==> config.mk <==
export PLATFORM = sky130hd
export DESIGN_NAME = i2csa_top
export DESIGN_NICKNAME = d
export VERILOG_FILES = /design/src/inc/i2csa_pkg.sv /design/src/design/i2csa_por.sv /design/src/design/i2csa_top.sv
export SDC_FILE = /design/constraint.sdc
export NUM_CORES = 1
export LEC_CHECK = 0
export ABC_AREA = 1
export BUFFER_PORTS_ARGS = -buffer_cell sky130_fd_sc_hd__buf_2
export CORE_MARGIN = 3
export CORE_UTILIZATION = 40
export CTS_CLUSTER_SIZE = 28
export DETAILED_ROUTE_END_ITERATION = 10
export PLACE_DENSITY = 0.72
export SKIP_LAST_GASP = 1
export SLEW_MARGIN = 40
export SYNTH_ARGS = -nofsm -noshare
export SYNTH_HDL_FRONTEND = slang
export SYNTH_SLANG_ARGS = --single-unit
==> constraint.sdc <==
create_clock -name clk_sys_i -period 3.56 [get_ports clk_sys_i]
set_input_delay 0.712 -clock clk_sys_i [delete_from_list [all_inputs] [get_ports clk_sys_i]]
set_output_delay 0.712 -clock clk_sys_i [all_outputs]
set_load 0.005 [all_outputs]
==> src/inc/i2csa_pkg.sv <==
/*
  Package for the serial slave address select and soft reset block:
  bus constants, address fields, state and carrier types.
  Assumes a single 25 MHz system clock and oversampled SCL/SDA inputs.
*/
package i2csa_pkg;
  localparam int unsigned PFX_W      = 4;
  localparam int unsigned LOW_W      = 3;
  localparam int unsigned REG_W      = 8;
  localparam int unsigned NREG       = 4;
  localparam int unsigned IDX_W      = 2;
  localparam int unsigned BIT_CNT_W  = 4;
  localparam logic [3:0]  BITS_BYTE  = 4'h8;
  localparam logic [3:0]  BIT_ACK    = 4'h9;
  // Soft reset bit: register index and bit position
  localparam logic [IDX_W-1:0] RST_IDX = 2'h0;
  localparam int unsigned      RST_BIT = 0;
  // Power-on sequence length in system cycles
  localparam int unsigned POR_NS     = 1000;
  localparam int unsigned CLK_NS     = 40;
  localparam int unsigned POR_CYC    = (POR_NS + CLK_NS - 1) / CLK_NS;
  localparam int unsigned POR_W      = 8;

  typedef enum logic [5:0] {
    I2CSA_IDLE  = 6'b000001,
    I2CSA_ADDR  = 6'b000010,
    I2CSA_AACK  = 6'b000100,
    I2CSA_PTR   = 6'b001000,
    I2CSA_DATA  = 6'b010000,
    I2CSA_DACK  = 6'b100000
  } i2csa_state_t;

  typedef struct packed {
    logic scl;
    logic sda;
  } i2csa_line_t;

  typedef struct packed {
    logic                  ext_en;
    logic [PFX_W-1:0]      cfg_prefix;
  } i2csa_cfg_t;
endpackage
==> src/design/i2csa_por.sv <==
/*
  Power-on sequencer: holds the core in reset for a fixed count after
  external reset or a soft reset request, and flags the NVM reload.
  Assumes a synchronous active-low reset and a one-cycle request pulse.
*/
`timescale 1ns/100ps
module i2csa_por
  import i2csa_pkg::*;
#(
  parameter int unsigned POR_COUNT = POR_CYC
) (
  // Clock and reset
  input  wire logic clk_sys_i,
  input  wire logic rst_n_i,
  // Request and status
  input  wire logic soft_req_i,
  output logic      core_rst_n_o,
  output logic      reload_o
);
  logic [POR_W-1:0] cnt_reg;
  logic [POR_W-1:0] cnt_next;
  logic             busy_reg;
  logic             busy_next;
  logic             reload_reg;
  logic             reload_next;

  always_comb begin
    cnt_next    = cnt_reg;
    busy_next   = busy_reg;
    reload_next = 1'b0;
    if (soft_req_i) begin
      cnt_next  = '0;
      busy_next = 1'b1;
    end else if (busy_reg) begin
      if (cnt_reg == POR_W'(POR_COUNT - 1)) begin
        busy_next   = 1'b0;
        reload_next = 1'b1;
      end else begin
        cnt_next = cnt_reg + POR_W'(1);
      end
    end
  end

  always_ff @(posedge clk_sys_i) begin
    if (!rst_n_i) begin
      cnt_reg    <= '0;
      busy_reg   <= 1'b1;
      reload_reg <= 1'b0;
    end else begin
      cnt_reg    <= cnt_next;
      busy_reg   <= busy_next;
      reload_reg <= reload_next;
    end
  end

  assign core_rst_n_o = ~busy_reg;
  assign reload_o     = reload_reg;
endmodule

==> src/design/i2csa_top.sv <==
/*
  Serial slave with selectable address prefix and soft reset.
  Assumes SCL/SDA sampled synchronously at 25 MHz, far slower bus clock,
  and an NVM image presented on nvm_data_i.
*/
`timescale 1ns/100ps
module i2csa_top
  import i2csa_pkg::*;
#(
  parameter logic [LOW_W-1:0] LOW_ADDR  = 3'h0,
  parameter int unsigned      POR_COUNT = POR_CYC
) (
  // Clock and reset
  input  wire logic                 clk_sys_i,
  input  wire logic                 rst_n_i,
  // Serial bus
  input  wire logic                 scl_i,
  input  wire logic                 sda_i,
  output logic                      sda_o,
  output logic                      sda_oe_n_o,
  // Address configuration
  input  wire i2csa_cfg_t           cfg_i,
  input  wire logic [PFX_W-1:0]     addr_sel_i,
  input  wire logic [PFX_W-1:0]     sel_use_pin_i,
  // Non-volatile image
  input  wire logic [NREG*REG_W-1:0] nvm_data_i,
  // Register contents and state
  output logic [NREG*REG_W-1:0]     regs_o,
  output logic                      busy_o
);
  i2csa_line_t  line_reg, line_next;
  i2csa_state_t st_reg, st_next;
  logic [BIT_CNT_W-1:0]  bit_reg, bit_next;
  logic [REG_W-1:0]      sh_reg, sh_next;
  logic [IDX_W-1:0]      ptr_reg, ptr_next;
  logic                  rd_reg, rd_next;
  logic                  oe_n_reg, oe_n_next;
  logic [REG_W-1:0]      mem_reg [NREG];
  logic [REG_W-1:0]      mem_next [NREG];
  logic [NREG*REG_W-1:0] regs_reg, regs_next;
  logic                  soft_req_reg, soft_req_next;
  logic                  busy_reg;
  logic                  core_rst_n;
  logic                  reload;
  logic [PFX_W-1:0]      prefix;
  logic                  scl_rise, scl_fall, start_c, stop_c;

  function automatic logic [PFX_W-1:0] pick_prefix(input i2csa_cfg_t c,
                                                   input logic [PFX_W-1:0] pins,
                                                   input logic [PFX_W-1:0] use_pin);
    logic [PFX_W-1:0] p;
    p = c.cfg_prefix;
    if (c.ext_en) begin
      for (int i = 0; i < PFX_W; i++) begin
        if (use_pin[i]) begin
          p[i] = pins[i];
        end
      end
    end
    return p;
  endfunction

  i2csa_por #(
    .POR_COUNT (POR_COUNT)
  ) u_por (
    .clk_sys_i    (clk_sys_i),
    .rst_n_i      (rst_n_i),
    .soft_req_i   (soft_req_reg),
    .core_rst_n_o (core_rst_n),
    .reload_o     (reload)
  );

  assign prefix   = pick_prefix(cfg_i, addr_sel_i, sel_use_pin_i);
  assign scl_rise = ~line_reg.scl & scl_i;
  assign scl_fall = line_reg.scl & ~scl_i;
  assign start_c  = line_reg.scl & scl_i & line_reg.sda & ~sda_i;
  assign stop_c   = line_reg.scl & scl_i & ~line_reg.sda & sda_i;

  always_comb begin
    line_next     = '{scl: scl_i, sda: sda_i};
    st_next       = st_reg;
    bit_next      = bit_reg;
    sh_next       = sh_reg;
    ptr_next      = ptr_reg;
    rd_next       = rd_reg;
    oe_n_next     = oe_n_reg;
    soft_req_next = 1'b0;
    for (int i = 0; i < NREG; i++) begin
      mem_next[i] = mem_reg[i];
    end
    if (reload) begin
      for (int i = 0; i < NREG; i++) begin
        mem_next[i] = nvm_data_i[i*REG_W +: REG_W];
      end
    end
    if (start_c) begin
      st_next   = I2CSA_ADDR;
      bit_next  = '0;
      oe_n_next = 1'b1;
    end else if (stop_c) begin
      st_next   = I2CSA_IDLE;
      oe_n_next = 1'b1;
    end else begin
      case (st_reg)
        I2CSA_IDLE: begin
          oe_n_next = 1'b1;
        end
        I2CSA_ADDR, I2CSA_PTR, I2CSA_DATA: begin
          if (rd_reg && st_reg == I2CSA_DATA) begin
            if (scl_fall) begin
              if (bit_reg == BITS_BYTE) begin
                oe_n_next = 1'b1;
                st_next   = I2CSA_DACK;
              end else begin
                oe_n_next = sh_reg[REG_W-1];
                sh_next   = {sh_reg[REG_W-2:0], 1'b0};
                bit_next  = bit_reg + BIT_CNT_W'(1);
              end
            end
          end else if (scl_rise) begin
            sh_next  = {sh_reg[REG_W-2:0], sda_i};
            bit_next = bit_reg + BIT_CNT_W'(1);
          end else if (scl_fall && bit_reg == BITS_BYTE) begin
            bit_next = '0;
            if (st_reg == I2CSA_ADDR) begin
              if (sh_reg[REG_W-1 -: PFX_W] == prefix &&
                  sh_reg[LOW_W:1] == LOW_ADDR) begin
                oe_n_next = 1'b0;
                rd_next   = sh_reg[0];
                st_next   = I2CSA_AACK;
              end else begin
                oe_n_next = 1'b1;
                st_next   = I2CSA_IDLE;
              end
            end else begin
              oe_n_next = 1'b0;
              if (st_reg == I2CSA_PTR) begin
                ptr_next = sh_reg[IDX_W-1:0];
              end else begin
                mem_next[ptr_reg] = sh_reg;
                if (ptr_reg == RST_IDX && sh_reg[RST_BIT]) begin
                  soft_req_next = 1'b1;
                end
                ptr_next = ptr_reg + IDX_W'(1);
              end
              // Pointer and data bytes share the data ack slot
              st_next = I2CSA_DACK;
              rd_next = 1'b0;
            end
          end
        end
        I2CSA_AACK, I2CSA_DACK: begin
          if (scl_fall) begin
            oe_n_next = 1'b1;
            bit_next  = '0;
            if (rd_reg) begin
              sh_next   = mem_reg[ptr_reg];
              ptr_next  = ptr_reg + IDX_W'(1);
              oe_n_next = mem_reg[ptr_reg][REG_W-1];
              sh_next   = {mem_reg[ptr_reg][REG_W-2:0], 1'b0};
              bit_next  = BIT_CNT_W'(1);
              st_next   = I2CSA_DATA;
            end else begin
              // Address ack leads to the pointer byte, later acks to data
              st_next = (st_reg == I2CSA_AACK) ? I2CSA_PTR : I2CSA_DATA;
            end
          end else if (scl_rise && rd_reg && st_reg == I2CSA_DACK && sda_i) begin
            rd_next = 1'b0;
            st_next = I2CSA_IDLE;
          end
        end
        default: begin
          st_next = I2CSA_IDLE;
        end
      endcase
    end
    for (int i = 0; i < NREG; i++) begin
      regs_next[i*REG_W +: REG_W] = mem_next[i];
    end
  end

  always_ff @(posedge clk_sys_i) begin
    if (!rst_n_i || !core_rst_n) begin
      line_reg     <= '{scl: 1'b1, sda: 1'b1};
      st_reg       <= I2CSA_IDLE;
      bit_reg      <= '0;
      sh_reg       <= '0;
      ptr_reg      <= '0;
      rd_reg       <= 1'b0;
      oe_n_reg     <= 1'b1;
      soft_req_reg <= 1'b0;
      regs_reg     <= '0;
      for (int i = 0; i < NREG; i++) begin
        mem_reg[i] <= '0;
      end
    end else begin
      line_reg     <= line_next;
      st_reg       <= st_next;
      bit_reg      <= bit_next;
      sh_reg       <= sh_next;
      ptr_reg      <= ptr_next;
      rd_reg       <= rd_next;
      oe_n_reg     <= oe_n_next;
      soft_req_reg <= soft_req_next;
      regs_reg     <= regs_next;
      for (int i = 0; i < NREG; i++) begin
        mem_reg[i] <= mem_next[i];
      end
    end
  end

  always_ff @(posedge clk_sys_i) begin
    if (!rst_n_i) begin
      busy_reg <= 1'b1;
    end else begin
      busy_reg <= ~core_rst_n;
    end
  end

  assign sda_o      = 1'b0;
  assign sda_oe_n_o = oe_n_reg;
  assign regs_o     = regs_reg;
  assign busy_o     = busy_reg;
endmodule

==> flow_metrics.tcl <==
set metrics [dict create \
    outcome "complete, no violations" \
    final_cells 828 \
    rr_startpoint "st_reg[1]" \
    final_area_sq_um 4830 \
    yosysSeqAreaShare 0.3392 \
    cts.sinks 70 \
    yosysTopAreaCell "dfxtp_1" \
    syn_area_sq_um 4131 \
    vias 4221 \
    die_x_um 107.6 \
    first_pass_iters 5 \
    swShare 0.2308 \
    cts_made_buffers 9 \
    whs_endpoint "u_por.reload_o" \
    peakVddDrop_v 0.0002132 \
    fin_crit_sh 0.6584 \
    relSlewSlack 0.4833 \
    rrSetupSlack_ns 1.22 \
    hold_violations 0 \
    antenna_found_initial 0 \
    viasPerCell 5.098 \
    cp_max_fo 24 \
    slew_viol_final 0 \
    synth_flop_cell "dfxtp_1" \
    cp.required_ns 3.80 \
    synthArstFlopShare 0 \
    syn_inst 615 \
    rows 36 \
    root_buffer "clkbuf_8" \
    wire_per_inst_um 13.18 \
    ys_seq_elements 70 \
    portBuffers 82 \
    core_area_sq_um 9910 \
    overflow 0 \
    dp_cells 813 \
    seq_power_share 0.534 \
    start_kind "register" \
    cts_buffer_depth 2 \
    finalCriticalPeriod_ns 2.344 \
    drive_gt1_frac 0.2144 \
    pwr-share-comb 0.043 \
    cts_setup_buffers 0 \
    holdPathStages 1 \
    syn-num-nets 672 \
    hp-class "register to register" \
    cts_tree "built" \
    crit_start "st_reg[1]" \
    cts_hold_buffers 0 \
    cts.clk_slew.worst_paths_ns 0.08 \
    cellLeakagePower_uw 0.002285 \
    clk_latency_ns 0.35 \
    finalSetupTns_ns 0 \
    drc 0 \
    grt_max_degree 47 \
    initial_core_util 0.4169 \
    grt_usage 0.1868 \
    synth-edff-count 0 \
    final.setup.worst_slack_ns 1.216 \
    cts-resized-gates 0 \
    tightest_slew_ns 0.7732 \
    power.density_nw_per_um2 305.2 \
    endpoint_kind "register" \
    p_total_uw 1474 \
    synthToLayoutAreaGrowth_pct 16.90 \
    p_switching_uw 340.2 \
    drtIter0Drc 246 \
    layout.nets 748 \
    rr_worst_depth 10 \
    intPower_uw 1134 \
    pwr-share-clk 0.423 \
    synth_area_leaders "dfxtp_1 (34%), nor2_1 (10%), o21ai_0 (9.7%)" \
    diodes 0 \
    ant_nets 0 \
    placed_area_sq_um 4642 \
    gp_congestion 0.9738 \
    htreeDepth 3 \
    finClkSkew_ns 0.01208 \
    synth_top_area_share 0.3392 \
    largest_reg_flops 31 \
    io_pins 84 \
    hp-start "soft_req_reg" \
    r2r_end "sh_reg[1]" \
    grt_pass1_vias 3885 \
    crit_type "register to register" \
    setup_viol 0 \
    worst_ep_arrival_time_ns 2.59 \
    rsz0062_at_grt "no" \
    drt-total-wl_um 10910 \
    ys_types 37 \
    avgSynthCellArea_sq_um 6.718 \
    fmax_mhz 426.6 \
    synth-warning-count 0 \
    grt_pass1_wl_um 17680 \
    maxCapViolCount 0 \
    dieHeight_um 107.6 \
    pre_cts_ws_ns 1.094 \
    die-area_sq_um 11580 \
    hpwl_um 8438 \
]
-- cell usage in the layout, fill, tap and decap left out, types with 3 or more instances in the layout --
| master | instances |
|---|---|
| inv_2 | 3 |
| clkbuf_8 | 9 |
| nor3_2 | 4 |
| nand2_2 | 3 |
| o22ai_1 | 3 |
| o21ai_0 | 80 |
| mux2_2 | 21 |
| nand3_1 | 33 |
| nand4_1 | 9 |
| nand3_4 | 3 |
| nor2_1 | 109 |
| a21oi_1 | 33 |
| buf_2 | 82 |
| nor2_2 | 4 |
| buf_4 | 3 |
| ha_1 | 8 |
| nor3_1 | 9 |
| nor2_4 | 5 |
| inv_1 | 75 |
| nand2_1 | 103 |
| dfxtp_1 | 70 |
-- worst max-delay path: stages, from the launching register on --
cell and delay [ns]:
dfxtp_1 0.38, nor2_4 0.24, nand4_1 0.14, nand2_1 0.60, nand2_1 0.23, nand2_1 0.18
nor2_4 0.07, nand2_2 0.18, inv_1 0.08, nor2_1 0.09, nor2_1 0.05
-- power groups by stage --
stage	clock network (uW)	registers [uW]	logic, uW
2_1_floorplan	0	805	29.9
3_3_place_gp	0	805	60.7
3_5_place_dp	0	805	63.4
4_1_cts	641	787	63.8
5_1_grt	666	787	72.9
6_report	623	787	63.6
-- cell families (layout without fill, tap and decap cells) --
kind of cell | after synthesis | after routing | share of synthesized area
compound gates | 124 | 124 | 0.1554
buf+inv | 99 | 179 | 0.09449
xor+xnor | 3 | 3 | 0.006361
other cells | 1 | 1 | 0.0009077
simple gates | 289 | 289 | 0.3222
flops | 70 | 70 | 0.3392
fa+ha+maj | 8 | 8 | 0.02423
mux | 21 | 21 | 0.05724
-- Yosys cell counts (all sizes together), types with 3 or more instances --
cell type  number
dfxtp          70
nor2          118
a21oi          34
inv            79
nor3           13
clkbuf         14
mux2           21
o21ai          82
nand3          37
ha              8
nand4          11
o22ai           3
nand2         106
buf             6
-- final cells by class --
class	count	area, sq um
Fill cell	1004	5080
Multi-Input combinational cell	446	2342
Sequential cell	70	1401
Timing Repair Buffer	85	432.9
Inverter	79	299.0
Tap cell	133	166.4
Clock buffer	9	123.9
Clock inverter	6	63.81
-- layer usage --
metal	up-vias	part of all wire	routed length (um)	global-route usage
li1	2146	-	-	-
met1	1914	0.43	4705	0.2296
met2	132	0.49	5312	0.3153
met3	29	0.054	585	0.04199
met4	0	0.028	310	0.07484
met5	-	0	0	0
-- stage by stage --
stage	hold slack (ns)	utilization
final	0.4225	0.4874
after global routing	0.4412	0.4874
after CTS	0.4271	0.4874
after detailed placement	0.4165	0.4684
after global placement	0.4089	0.4684
after floorplan	0.3963	-
-- worst max path at each step --
stage	cells past startpoint	to	slack [ns]
floorplan	9	regs_o[10]	1.56
global placement	10	regs_o[21]	1.16
detailed placement	10	regs_o[20]	1.09
CTS	10	sh_reg[1]	1.25
global route	10	bit_reg[1]	0.92
finish	10	sh_reg[1]	1.22
Note: power is estimated with default switching activity, not from simulation.
